--- config.mk ---
export PLATFORM = sky130hd
export DESIGN_NAME = citm_device_flat
export DESIGN_NICKNAME = d
export VERILOG_FILES = /design/src/citm_pkg.sv /design/src/citm_if.sv /design/src/citm_device.sv /design/src/citm_sync2.sv /design/src/flat_wrapper.sv
export VERILOG_INCLUDE_DIRS = /design/src
export SDC_FILE = /design/constraint.sdc
export NUM_CORES = 1
export LEC_CHECK = 0
export BUFFER_PORTS_ARGS = -buffer_cell sky130_fd_sc_hd__buf_2
export CORE_MARGIN = 2
export CORE_UTILIZATION = 30
export CTS_CLUSTER_SIZE = 40
export DETAILED_ROUTE_END_ITERATION = 8
export MAX_ROUTING_LAYER = met4
export PLACE_DENSITY_LB_ADDON = 0.12
export RECOVER_POWER = 100
export SYNTH_ARGS = -nofsm -noshare
export SYNTH_HDL_FRONTEND = slang
export SYNTH_SLANG_ARGS = --single-unit
--- constraint.sdc ---
create_clock -name sys_clk -period 0.9 [get_ports sys_clk]
set_input_delay 0.045 -clock sys_clk [delete_from_list [all_inputs] [get_ports sys_clk]]
set_output_delay 0.045 -clock sys_clk [all_outputs]
set_load 0.01 [all_outputs]
--- src/citm_consts.svh ---
// Constants for the core input tracking mux and its shadow-core end.
// Assumes a single 10 MHz system clock and a synchronous active-high reset.
// Functional notes
// - Instruction-register bits carry execute, decode handshakes.
// - Scan-select and TAP-state outputs carry interrupts, aborts, events.
// - Boundary-scan clock outputs carry control and test inputs.
// - Shadow fed from coprocessor buses, endian output.
// - Tracking mode mirrors data bus every cycle.
// - Coprocessor may stay attached during tracking.
// - Sync and test reset shared by both cores.
// - Shadow address bus enables held high.
// - Shadow data-bus drive enable held low.
// - Shadow needs no data drive; data-out supplies it.
// - Test clock sampled falling; others rising edge.
// - Shadow runs one phase behind, inverted clock.
// - Core-side inputs synchronous to core clock; test-port pins synchronised.
`ifndef CITM_CONSTS_SVH
`define CITM_CONSTS_SVH
`define CITM_DATA_W 32
`define CITM_IRB_W 4
`define CITM_SSEL_W 5
`define CITM_TSTATE_W 4
`define CITM_IRB_EXEC_HI 3
`define CITM_IRB_EXEC_LO 2
`define CITM_IRB_DEC_HI 1
`define CITM_IRB_DEC_LO 0
`define CITM_SSEL_IRQ 4
`define CITM_SSEL_FIQ 3
`define CITM_SSEL_DABT 2
`define CITM_SSEL_IABT 1
`define CITM_TSTATE_EXT1 3
`define CITM_TSTATE_EXT0 2
`define CITM_TSTATE_DWPT 1
`define CITM_TSTATE_IBKPT 0
`define CITM_RST_DATA 32'h0000_0000
`endif

--- src/citm_pkg.sv ---
// Types shared by both ends of the tracking link.
// Assumes citm_consts.svh is on the include path.
`include "citm_consts.svh"
package citm_pkg;
  typedef logic [`CITM_DATA_W-1:0] citm_word_t;
  typedef logic [1:0] citm_hs_t;
endpackage

--- src/citm_if.sv ---
// Tracking link between the embedded core's output mux and the shadow core end.
// Assumes both ends run on sys_clk.
`include "citm_consts.svh"
interface citm_if;
  logic [`CITM_IRB_W-1:0] instr_reg_bits_out;
  logic [`CITM_SSEL_W-1:0] scan_select_out;
  logic [`CITM_TSTATE_W-1:0] tap_state_out;
  logic bscan_int_capture_clk;
  logic bscan_ext_capture_clk;
  logic bscan_update_clk;
  logic bscan_reset_clk;
  logic bscan_shift_clk_a;
  logic bscan_shift_clk_b;
  logic test_clock_out_a;
  logic test_clock_out_b;
  logic scan_serial_in_out;
  citm_pkg::citm_word_t cop_instr_id_bus;
  citm_pkg::citm_word_t cop_data_out_bus;
  logic endian_select_out;
  modport device (
    output instr_reg_bits_out, scan_select_out, tap_state_out,
    output bscan_int_capture_clk, bscan_ext_capture_clk, bscan_update_clk,
    output bscan_reset_clk, bscan_shift_clk_a, bscan_shift_clk_b,
    output test_clock_out_a, test_clock_out_b, scan_serial_in_out,
    output cop_instr_id_bus, cop_data_out_bus, endian_select_out
  );
  modport shadow (
    input instr_reg_bits_out, scan_select_out, tap_state_out,
    input bscan_int_capture_clk, bscan_ext_capture_clk, bscan_update_clk,
    input bscan_reset_clk, bscan_shift_clk_a, bscan_shift_clk_b,
    input test_clock_out_a, test_clock_out_b, scan_serial_in_out,
    input cop_instr_id_bus, cop_data_out_bus, endian_select_out
  );
endinterface

--- src/citm_device.sv ---
// Embedded core's output mux: normal test outputs, or tracking copies of core inputs.
// Assumes core-side inputs are on sys_clk; test-port pins are synchronised here.
`include "citm_consts.svh"
module citm_device (
  // Clock and reset
  input wire logic sys_clk,
  input wire logic rst,
  // Mode
  input wire logic tracking_mode,
  // Embedded core inputs to be tracked
  input wire citm_pkg::citm_hs_t cop_execute_handshake,
  input wire citm_pkg::citm_hs_t cop_decode_handshake,
  input wire logic irq_req_n,
  input wire logic fast_irq_req_n,
  input wire logic data_abort_in,
  input wire logic instr_abort_in,
  input wire logic ext_event_1,
  input wire logic ext_event_0,
  input wire logic data_watchpoint_in,
  input wire logic instr_breakpoint_in,
  input wire logic high_vector_select,
  input wire logic external_debug_request,
  input wire logic wait_n,
  input wire logic core_reset_n,
  input wire logic endian_select_in,
  // Test port pins
  input wire logic test_clock_pin,
  input wire logic test_data_in_pin,
  input wire logic test_mode_select_pin,
  input wire logic bscan_serial_out,
  // Coprocessor side
  input wire citm_pkg::citm_word_t cop_instr_id_in,
  input wire citm_pkg::citm_word_t data_bus,
  input wire logic cop_data_xfer,
  // Normal function sources
  input wire logic [`CITM_IRB_W-1:0] norm_instr_reg_bits,
  input wire logic [`CITM_SSEL_W-1:0] norm_scan_select,
  input wire logic [`CITM_TSTATE_W-1:0] norm_tap_state,
  input wire logic [5:0] norm_bscan_clks,
  input wire logic [1:0] norm_test_clocks,
  input wire logic norm_scan_serial_in,
  // Tracking link
  citm_if.device link
);
  // ----------------------------------------------------------------
  // Input capture
  // ----------------------------------------------------------------
  logic [2:0] pin_s;
  logic tck_fall_reg;
  logic core_clk_phase_reg;

  // TDI, TMS and scan serial-out are taken on the rising edge.
  citm_sync2 #(.W(3)) u_sync (
    .sys_clk(sys_clk),
    .rst(rst),
    .d({test_data_in_pin, test_mode_select_pin, bscan_serial_out}),
    .q(pin_s)
  );

  // The test clock is taken on the falling edge, after a rising-edge first stage.
  logic tck_meta_reg;
  always_ff @(posedge sys_clk)
  begin
    if (rst)
      tck_meta_reg <= 1'b0;
    else
      tck_meta_reg <= test_clock_pin;
  end

  always_ff @(negedge sys_clk)
  begin
    if (rst)
      tck_fall_reg <= 1'b0;
    else
      tck_fall_reg <= tck_meta_reg;
  end

  // Core clock copy as a toggling level, one per cycle.
  always_ff @(posedge sys_clk)
  begin
    if (rst)
      core_clk_phase_reg <= 1'b0;
    else
      core_clk_phase_reg <= ~core_clk_phase_reg;
  end

  // ----------------------------------------------------------------
  // Output mux registers
  // ----------------------------------------------------------------
  // Instruction-register bits carry the coprocessor handshakes while tracking.
  always_ff @(posedge sys_clk)
  begin
    if (rst)
      link.instr_reg_bits_out <= '0;
    else if (tracking_mode)
    begin
      link.instr_reg_bits_out[`CITM_IRB_EXEC_HI:`CITM_IRB_EXEC_LO] <=
        cop_execute_handshake;
      link.instr_reg_bits_out[`CITM_IRB_DEC_HI:`CITM_IRB_DEC_LO] <=
        cop_decode_handshake;
    end
    else
      link.instr_reg_bits_out <= norm_instr_reg_bits;
  end

  // Scan-select bits carry interrupts and aborts; bit 0 keeps its normal use.
  always_ff @(posedge sys_clk)
  begin
    if (rst)
      link.scan_select_out <= '0;
    else if (tracking_mode)
    begin
      link.scan_select_out[`CITM_SSEL_IRQ] <= irq_req_n;
      link.scan_select_out[`CITM_SSEL_FIQ] <= fast_irq_req_n;
      link.scan_select_out[`CITM_SSEL_DABT] <= data_abort_in;
      link.scan_select_out[`CITM_SSEL_IABT] <= instr_abort_in;
      link.scan_select_out[0] <= norm_scan_select[0];
    end
    else
      link.scan_select_out <= norm_scan_select;
  end

  // Tap-state bits carry the external events, watchpoint and breakpoint.
  always_ff @(posedge sys_clk)
  begin
    if (rst)
      link.tap_state_out <= '0;
    else if (tracking_mode)
    begin
      link.tap_state_out[`CITM_TSTATE_EXT1] <= ext_event_1;
      link.tap_state_out[`CITM_TSTATE_EXT0] <= ext_event_0;
      link.tap_state_out[`CITM_TSTATE_DWPT] <= data_watchpoint_in;
      link.tap_state_out[`CITM_TSTATE_IBKPT] <= instr_breakpoint_in;
    end
    else
      link.tap_state_out <= norm_tap_state;
  end

  // Boundary-scan clock pins carry core control inputs and the test port inputs.
  always_ff @(posedge sys_clk)
  begin
    if (rst)
    begin
      link.bscan_int_capture_clk <= 1'b0;
      link.bscan_ext_capture_clk <= 1'b0;
      link.bscan_update_clk <= 1'b0;
      link.bscan_reset_clk <= 1'b0;
      link.bscan_shift_clk_a <= 1'b0;
      link.bscan_shift_clk_b <= 1'b0;
    end
    else if (tracking_mode)
    begin
      link.bscan_int_capture_clk <= high_vector_select;
      link.bscan_ext_capture_clk <= external_debug_request;
      link.bscan_update_clk <= wait_n;
      link.bscan_reset_clk <= core_reset_n;
      link.bscan_shift_clk_a <= pin_s[2];
      link.bscan_shift_clk_b <= pin_s[1];
    end
    else
    begin
      link.bscan_int_capture_clk <= norm_bscan_clks[5];
      link.bscan_ext_capture_clk <= norm_bscan_clks[4];
      link.bscan_update_clk <= norm_bscan_clks[3];
      link.bscan_reset_clk <= norm_bscan_clks[2];
      link.bscan_shift_clk_a <= norm_bscan_clks[1];
      link.bscan_shift_clk_b <= norm_bscan_clks[0];
    end
  end

  // Test clock pins carry the core clock copy and the sampled test clock.
  always_ff @(posedge sys_clk)
  begin
    if (rst)
    begin
      link.test_clock_out_a <= 1'b0;
      link.test_clock_out_b <= 1'b0;
      link.scan_serial_in_out <= 1'b0;
    end
    else if (tracking_mode)
    begin
      link.test_clock_out_a <= core_clk_phase_reg;
      link.test_clock_out_b <= tck_fall_reg;
      link.scan_serial_in_out <= pin_s[0];
    end
    else
    begin
      link.test_clock_out_a <= norm_test_clocks[1];
      link.test_clock_out_b <= norm_test_clocks[0];
      link.scan_serial_in_out <= norm_scan_serial_in;
    end
  end

  // ----------------------------------------------------------------
  // Coprocessor buses
  // ----------------------------------------------------------------
  always_ff @(posedge sys_clk)
  begin
    if (rst)
    begin
      link.cop_instr_id_bus <= `CITM_RST_DATA;
      link.cop_data_out_bus <= `CITM_RST_DATA;
      link.endian_select_out <= 1'b0;
    end
    else
    begin
      link.cop_instr_id_bus <= cop_instr_id_in;
      link.endian_select_out <= endian_select_in;
      if (tracking_mode || cop_data_xfer)
        link.cop_data_out_bus <= data_bus;
    end
  end
endmodule // citm_device

--- src/citm_sync2.sv ---
// Two-flop synchroniser for inputs arriving from pins.
// Assumes a single clock; width is a parameter.
module citm_sync2 #(
  parameter int W = 1
) (
  // Clock and reset
  input wire logic sys_clk,
  input wire logic rst,
  // Data
  input wire logic [W-1:0] d,
  output logic [W-1:0] q
);
  logic [W-1:0] meta_reg;

  always_ff @(posedge sys_clk)
  begin
    if (rst)
    begin
      meta_reg <= '0;
      q <= '0;
    end
    else
    begin
      meta_reg <= d;
      q <= meta_reg;
    end
  end
endmodule // citm_sync2

--- src/flat_wrapper.sv ---
// flat-port wrapper written by rule: the top's interface ports become plain ports
module citm_device_flat 
  (sys_clk, rst, tracking_mode, cop_execute_handshake, cop_decode_handshake, irq_req_n, fast_irq_req_n, data_abort_in, instr_abort_in, ext_event_1, ext_event_0, data_watchpoint_in, instr_breakpoint_in, high_vector_select, external_debug_request, wait_n, core_reset_n, endian_select_in, test_clock_pin, test_data_in_pin, test_mode_select_pin, bscan_serial_out, cop_instr_id_in, data_bus, cop_data_xfer, norm_instr_reg_bits, norm_scan_select, norm_tap_state, norm_bscan_clks, norm_test_clocks, norm_scan_serial_in, link_instr_reg_bits_out, link_scan_select_out, link_tap_state_out, link_bscan_int_capture_clk, link_bscan_ext_capture_clk, link_bscan_update_clk, link_bscan_reset_clk, link_bscan_shift_clk_a, link_bscan_shift_clk_b, link_test_clock_out_a, link_test_clock_out_b, link_scan_serial_in_out, link_cop_instr_id_bus, link_cop_data_out_bus, link_endian_select_out);
  citm_if link_i ();
  input wire logic sys_clk;
  input wire logic rst;
  input wire logic tracking_mode;
  input wire citm_pkg::citm_hs_t cop_execute_handshake;
  input wire citm_pkg::citm_hs_t cop_decode_handshake;
  input wire logic irq_req_n;
  input wire logic fast_irq_req_n;
  input wire logic data_abort_in;
  input wire logic instr_abort_in;
  input wire logic ext_event_1;
  input wire logic ext_event_0;
  input wire logic data_watchpoint_in;
  input wire logic instr_breakpoint_in;
  input wire logic high_vector_select;
  input wire logic external_debug_request;
  input wire logic wait_n;
  input wire logic core_reset_n;
  input wire logic endian_select_in;
  input wire logic test_clock_pin;
  input wire logic test_data_in_pin;
  input wire logic test_mode_select_pin;
  input wire logic bscan_serial_out;
  input wire citm_pkg::citm_word_t cop_instr_id_in;
  input wire citm_pkg::citm_word_t data_bus;
  input wire logic cop_data_xfer;
  input wire logic [`CITM_IRB_W-1:0] norm_instr_reg_bits;
  input wire logic [`CITM_SSEL_W-1:0] norm_scan_select;
  input wire logic [`CITM_TSTATE_W-1:0] norm_tap_state;
  input wire logic [5:0] norm_bscan_clks;
  input wire logic [1:0] norm_test_clocks;
  input wire logic norm_scan_serial_in;
  output wire logic [$bits(link_i.instr_reg_bits_out)-1:0] link_instr_reg_bits_out;
  output wire logic [$bits(link_i.scan_select_out)-1:0] link_scan_select_out;
  output wire logic [$bits(link_i.tap_state_out)-1:0] link_tap_state_out;
  output wire logic [$bits(link_i.bscan_int_capture_clk)-1:0] link_bscan_int_capture_clk;
  output wire logic [$bits(link_i.bscan_ext_capture_clk)-1:0] link_bscan_ext_capture_clk;
  output wire logic [$bits(link_i.bscan_update_clk)-1:0] link_bscan_update_clk;
  output wire logic [$bits(link_i.bscan_reset_clk)-1:0] link_bscan_reset_clk;
  output wire logic [$bits(link_i.bscan_shift_clk_a)-1:0] link_bscan_shift_clk_a;
  output wire logic [$bits(link_i.bscan_shift_clk_b)-1:0] link_bscan_shift_clk_b;
  output wire logic [$bits(link_i.test_clock_out_a)-1:0] link_test_clock_out_a;
  output wire logic [$bits(link_i.test_clock_out_b)-1:0] link_test_clock_out_b;
  output wire logic [$bits(link_i.scan_serial_in_out)-1:0] link_scan_serial_in_out;
  output wire logic [$bits(link_i.cop_instr_id_bus)-1:0] link_cop_instr_id_bus;
  output wire logic [$bits(link_i.cop_data_out_bus)-1:0] link_cop_data_out_bus;
  output wire logic [$bits(link_i.endian_select_out)-1:0] link_endian_select_out;
  assign link_instr_reg_bits_out = link_i.instr_reg_bits_out;
  assign link_scan_select_out = link_i.scan_select_out;
  assign link_tap_state_out = link_i.tap_state_out;
  assign link_bscan_int_capture_clk = link_i.bscan_int_capture_clk;
  assign link_bscan_ext_capture_clk = link_i.bscan_ext_capture_clk;
  assign link_bscan_update_clk = link_i.bscan_update_clk;
  assign link_bscan_reset_clk = link_i.bscan_reset_clk;
  assign link_bscan_shift_clk_a = link_i.bscan_shift_clk_a;
  assign link_bscan_shift_clk_b = link_i.bscan_shift_clk_b;
  assign link_test_clock_out_a = link_i.test_clock_out_a;
  assign link_test_clock_out_b = link_i.test_clock_out_b;
  assign link_scan_serial_in_out = link_i.scan_serial_in_out;
  assign link_cop_instr_id_bus = link_i.cop_instr_id_bus;
  assign link_cop_data_out_bus = link_i.cop_data_out_bus;
  assign link_endian_select_out = link_i.endian_select_out;
  citm_device u_core (.sys_clk(sys_clk), .rst(rst), .tracking_mode(tracking_mode), .cop_execute_handshake(cop_execute_handshake), .cop_decode_handshake(cop_decode_handshake), .irq_req_n(irq_req_n), .fast_irq_req_n(fast_irq_req_n), .data_abort_in(data_abort_in), .instr_abort_in(instr_abort_in), .ext_event_1(ext_event_1), .ext_event_0(ext_event_0), .data_watchpoint_in(data_watchpoint_in), .instr_breakpoint_in(instr_breakpoint_in), .high_vector_select(high_vector_select), .external_debug_request(external_debug_request), .wait_n(wait_n), .core_reset_n(core_reset_n), .endian_select_in(endian_select_in), .test_clock_pin(test_clock_pin), .test_data_in_pin(test_data_in_pin), .test_mode_select_pin(test_mode_select_pin), .bscan_serial_out(bscan_serial_out), .cop_instr_id_in(cop_instr_id_in), .data_bus(data_bus), .cop_data_xfer(cop_data_xfer), .norm_instr_reg_bits(norm_instr_reg_bits), .norm_scan_select(norm_scan_select), .norm_tap_state(norm_tap_state), .norm_bscan_clks(norm_bscan_clks), .norm_test_clocks(norm_test_clocks), .norm_scan_serial_in(norm_scan_serial_in), .link(link_i));
endmodule
==> flow_summary_export.csv, run 1 <==
group,metric,value,unit
floorplan,die_y,109,um
power,vdd_drop_max,0.00163,V
worst_setup_path,r2r_setup_slack,-0.14,ns
clock_network,insertion_delay,0.40,ns
timing,hold_viol,0,
route,ant_nets,0,
power,finalPower,9800,uW
placed_design,place_area,0.00449,sq mm
yosys,seq_area_frac_synth,58.0,%
timing,tightest_slew,0.227,ns
grt,grt_pass1_wl,14200,um
route,firstDrtPassIters,4,
clock_network,clk_pin_slew,0.09,ns
placed_design,gp_congestion,0.698,
timing,setup_ws,-0.142,ns
yosys,ys_seq_elements,96,
timing,finalSetupViolCount,2,
route,drt_iter0_markers,94,
route,post_drt_wl_per_cell,13.4,um
power,p_leak,0.00280,uW
timing,rsz0062_at_grt,"true",
clock_network,clk_path_buf_depth,2,
yosys,syn-cell-area,0.00331,sq mm
worst_setup_path,crit_end,"u_core.link.test_clock_out_b",
worst_setup_path,ff2ff_path_depth,2,
final_layout,multi_input_area,0.00126,sq mm
final_layout,layoutNonFillerInstCount,751,
timing,relSlewSlack,84.9,%
timing,finalMaxSlewViolations,0,
route,routed-via-count,3222,
timing,fin_tns_setup,-0.190,ns
worst_setup_path,critical_path_peak_fanout,1,
worst_setup_path,cp.required,1.16,ns
run,maxCapViolations,0,
final_layout,synthToLayoutAreaGrowth,88.1,%
final_layout,mostFrequentLayoutCells,"140 x buf_2, 107 x dlygate4sd3_1, 52 x buf_6, 51 x dfxtp_2, 45 x dfxtp_1",
yosys,syn_area_per_cell,10.9,sq um
floorplan,core_area,0.0108,sq mm
grt,antenna_found_initial,0,
final_layout,largestRegisters,"u_core.link.cop_data_out_bus: 32 flops, u_core.link.cop_instr_id_bus: 32 flops, u_core.link.scan_select_out: 5 flops",
final_layout,final_common_cell,"buf_2",
grt,grt_usage,16.0,%
floorplan,initial_core_util,30.7,%
final_layout,drive_above_1_share,50.2,%
placed_design,portBuffers,197,
power,powerDensity,1570,mW/mm^2
placed_design,dp_cells,628,
floorplan,die_area,0.0119,sq mm
floorplan,num_rows,38,
worst_setup_path,path_class,"reg -> reg",
worst_setup_path,r2r-start,"u_core.tck_fall_reg",
worst_setup_path,end_kind,"register",
run_status,run_status,"finished with violations",
route,drc,0,
grt,gr-total-overflow,0,
min_path,hp-class,"in -> reg",
yosys,syn_nets,415,
clock_network,post_cts_buffers,0,
grt,grt_max_degree,40,
yosys,synth_cell_types,15,
timing,finalClockSkew,0.0315,ns
floorplan,die_x,109,um
yosys,yosysWarnings,0,
final_layout,fillCellCount,902,
route,wl,10000,um
clock_network,clock_sinks,96,
clock_network,root_buffer,"clkbuf_8",
clock_network,tritoncts,"yes",
placed_design,dpl.hpwl,5670,um
run_status,violations,"negative setup slack",
grt,grt_pass1_vias,3162,
floorplan,io_pins,198,
worst_setup_path,reg2reg_to,"u_core.link.test_clock_out_b",
clock_network,htree_levels,3,
final_layout,design_area,0.00624,sq mm
final_layout,num_antenna_cells,0,
worst_setup_path,crit_start,"u_core.tck_fall_reg",
final_layout,nets,717,
yosys,synthCells,304,
clock_network,cts_made_buffers,9,
route,via_per_inst,4.29,
worst_setup_path,arrival,1.30,ns
final_layout,ff_latch_area,0.00199,sq mm
worst_setup_path,startpoint_type,"register",
through the flow:
| step | utilization [%] | worst slack [ns] | hold WS, ns |
|---|---|---|---|
| 2_1_floorplan | - | -0.106 | 0.173 |
| 3_3_place_gp | 41.6 | -0.124 | 0.252 |
| 3_5_place_dp | 41.6 | -0.126 | 0.257 |
| 4_1_cts | 55.3 | -0.142 | 0.0881 |
| 5_1_grt | 57.8 | -0.165 | 0.106 |
| 6_report | 57.8 | -0.142 | 0.112 |
metal layers:
metal | vias to the layer above | GRT usage (%) | share of wire [%]
met5 | - | - | 0
li1 | 1628 | - | -
met4 | 0 | 6.04 | 1.9
met1 | 1459 | 17.2 | 38
met3 | 15 | 6.04 | 6.7
met2 | 120 | 26.9 | 53
where the power goes:
part	internal [uW]	total, uW	leakage (uW)	switching (uW)
Sequential	4520	4630	0.000813	108
Combinational	1050	1700	0.00186	653
Clock	1940	3470	0.000128	1530
repair_timing:
| item | in CTS | in global routing |
|---|---|---|
| gates resized for setup | 49 | 64 |
| hold buffers | 107 | 0 |
| cloned | 0 | 0 |
| hold endpoints to repair | 91 | 0 |
| setup endpoints to repair | 35 | 92 |
cell families after synthesis:
group / after synthesis / synth area share (%)
mux: 21 / 6.34
buf+inv: 27 / 4.87
flops: 96 / 58.0
simple gates: 96 / 18.9
compound gates: 64 / 11.9
cell type report:
class / count / area share, %
sequential: 96 / 31.8
clock buffer: 10 / 2.21
multi-input combinational: 181 / 20.2
tap: 140 / 2.81
timing repair buffer: 317 / 41.0
clock inverter: 7 / 1.91
critical path, stage by stage, from the launching register on:
cell	delay (ns)
dfxtp_1	0.28
mux2i_1	0.12
nor2_1	0.05
how the worst min path moves through the flow:
stage / from / to / slack (ns) / cells past startpoint
final: rst / u_core.link.cop_data_out_bus[8] / 0.11 / 3
after floorplan: cop_instr_id_in[0] / u_core.link.cop_instr_id_bus[0] / 0.17 / 1
after global routing: rst / u_core.link.cop_data_out_bus[8] / 0.11 / 3
after global placement: cop_instr_id_in[16] / u_core.link.cop_instr_id_bus[16] / 0.25 / 2
after CTS: rst / u_core.link.cop_data_out_bus[7] / 0.09 / 3
after detailed placement: cop_instr_id_in[25] / u_core.link.cop_instr_id_bus[25] / 0.26 / 2
cells in the mapped netlist:
library cell / count / area share, %
dfxtp_1: 96 / 58
nor2b_1: 42 / 7.9
or3b_1: 32 / 8.5
o21ai_1: 30 / 4.5
nor2_1: 22 / 2.5
mux2i_1: 21 / 6.3
a21oi_2: 20 / 5.3
a21oi_1: 12 / 1.8
buf_2: 9 / 1.4
clkbuf_1: 9 / 1.0
buf_6: 6 / 2.0
o21ai_0: 2 / 0.30
buf_1: 1 / 0.11
buf_4: 1 / 0.23
inv_1: 1 / 0.11
No activity file was read; power rests on OpenSTA's default activity.
==> run 2, diff against run 1 <==
--- a/config.mk
+++ b/config.mk
@@ -13,7 +13,6 @@
 export DETAILED_ROUTE_END_ITERATION = 8
 export MAX_ROUTING_LAYER = met4
 export PLACE_DENSITY_LB_ADDON = 0.12
-export RECOVER_POWER = 100
 export SYNTH_ARGS = -nofsm -noshare
 export SYNTH_HDL_FRONTEND = slang
 export SYNTH_SLANG_ARGS = --single-unit
==> flow_summary_export.csv, run 2 (synthesized netlist as in run 1, its figures left out) <==
group,metric,value,unit
final_layout,final_common_cell,"buf_2",
floorplan,initial_core_util,30.7,%
route,drt_iter0_markers,87,
worst_setup_path,cp_slowest_cell,"dfxtp_1",
final_layout,nets,717,
min_path,hp-class,"in -> reg",
timing,tightest_slew,0.227,ns
grt,grt_pass1_wl,14200,um
final_layout,largestRegisters,"u_core.link.cop_data_out_bus: 32 flops, u_core.link.cop_instr_id_bus: 32 flops, u_core.link.scan_select_out: 5 flops",
grt,grt_max_degree,40,
route,ant_nets,0,
timing,finalMaxSlewViolations,0,
floorplan,die_x,109,um
floorplan,die_area,0.0119,sq mm
grt,gr-total-overflow,0,
worst_setup_path,path_cells,"mux2i_1 > nor2_1",
worst_setup_path,r2r_setup_slack,-0.14,ns
final_layout,num_antenna_cells,0,
timing,relSlewSlack,84.9,%
clock_network,cts_made_buffers,9,
timing,finalSetupViolCount,2,
clock_network,clk_path_buf_depth,2,
worst_setup_path,startpoint_type,"register",
timing,hold_viol,0,
grt,antenna_found_initial,0,
route,post_drt_wl_per_cell,13.4,um
timing,finalClockSkew,0.0315,ns
floorplan,num_rows,38,
worst_setup_path,arrival,1.30,ns
placed_design,dp_cells,628,
power,vdd_drop_max,0.00163,V
run_status,violations,"negative setup slack",
floorplan,io_pins,198,
clock_network,root_buffer,"clkbuf_8",
power,p_leak,0.00280,uW
final_layout,synthToLayoutAreaGrowth,88.1,%
worst_setup_path,path_class,"reg -> reg",
worst_setup_path,end_kind,"register",
timing,fin_tns_setup,-0.190,ns
route,routed-via-count,3219,
placed_design,dpl_worst_slack,-0.126,ns
route,drc,0,
run_status,run_status,"finished with violations",
clock_network,insertion_delay,0.40,ns
clock_network,post_cts_buffers,0,
final_layout,drive_above_1_share,50.2,%
worst_setup_path,critical_path_peak_fanout,1,
final_layout,mostFrequentLayoutCells,"144 x buf_2, 107 x dlygate4sd3_1, 52 x buf_6, 51 x dfxtp_2, 45 x dfxtp_1",
placed_design,dpl.hpwl,5670,um
worst_setup_path,cp.required,1.16,ns
route,via_per_inst,4.29,
clock_network,clock_sinks,96,
run,maxCapViolations,0,
placed_design,portBuffers,197,
timing,setup_ws,-0.142,ns
floorplan,core_area,0.0108,sq mm
worst_setup_path,cp_top_family,"flip-flops",
power,powerDensity,1570,mW/mm^2
placed_design,gp_congestion,0.698,
clock_network,htree_levels,3,
floorplan,die_y,109,um
grt,grt_usage,16.0,%
timing,whs,0.112,ns
worst_setup_path,path_buf_inv,0,
final_layout,fillCellCount,902,
route,wl,10000,um
worst_setup_path,max_stage_delay,0.28,ns
clock_network,tritoncts,"yes",
timing,rsz0062_at_grt,"true",
grt,grt_pass1_vias,3162,
power,finalPower,9800,uW
route,firstDrtPassIters,4,
clock_network,clk_pin_slew,0.09,ns
final_layout,layoutNonFillerInstCount,751,
==> run 2: power by group <==
| part | switching (uW) | internal [uW] |
|---|---|---|
| sequential | 108 | 4520 |
| combinational | 653 | 1050 |
| clock | 1530 | 1940 |
| total | 2290 | 7510 |
==> run 2: repair_timing <==
action,4_1_cts,5_1_grt
gates cloned,0,0
endpoints found under the hold margin,91,0
hold buffers,107,0
gates resized for setup,49,64
setup endpoints to repair,35,92
==> run 2: final cells by class <==
class                           instances  area (sq um)  area share, %
Timing Repair Buffer                  317          2560           41.0
Multi-Input combinational cell        181          1260           20.2
Tap cell                              140           175           2.81
Clock inverter                          7           119           1.91
Clock buffer                           10           138           2.21
Sequential cell                        96          1990           31.8
==> run 2: final timing paths <==
kind	start	to	cells after the start
max	u_core.tck_fall_reg	u_core.link.test_clock_out_b	2
min	rst	u_core.link.cop_data_out_bus[8]	3
max reg2reg	u_core.tck_fall_reg	u_core.link.test_clock_out_b	2
min reg2reg	u_core.core_clk_phase_reg	u_core.core_clk_phase_reg	1
==> run 2: worst register-to-register path, cell delays in order (launching register included) <==
cell	delay (ns)
dfxtp_1	0.28
mux2i_1	0.12
nor2_1	0.05
==> run 2: stage by stage <==
stage               utilization, %  instance area [sq um]
floorplan                        -                   3310
global placement              41.6                   4490
detailed placement            41.6                   4490
CTS                           55.3                   5970
global route                  57.8                   6240
finish                        57.8                   6240
==> run 2: metal layers <==
metal | part of all wire (%) | track usage (%) | vias up
met1 | 38 | 17.2 | 1456
met2 | 53 | 26.9 | 120
met3 | 6.8 | 6.04 | 15
met5 | 0 | - | -
li1 | - | - | 1628
met4 | 1.9 | 6.04 | 0
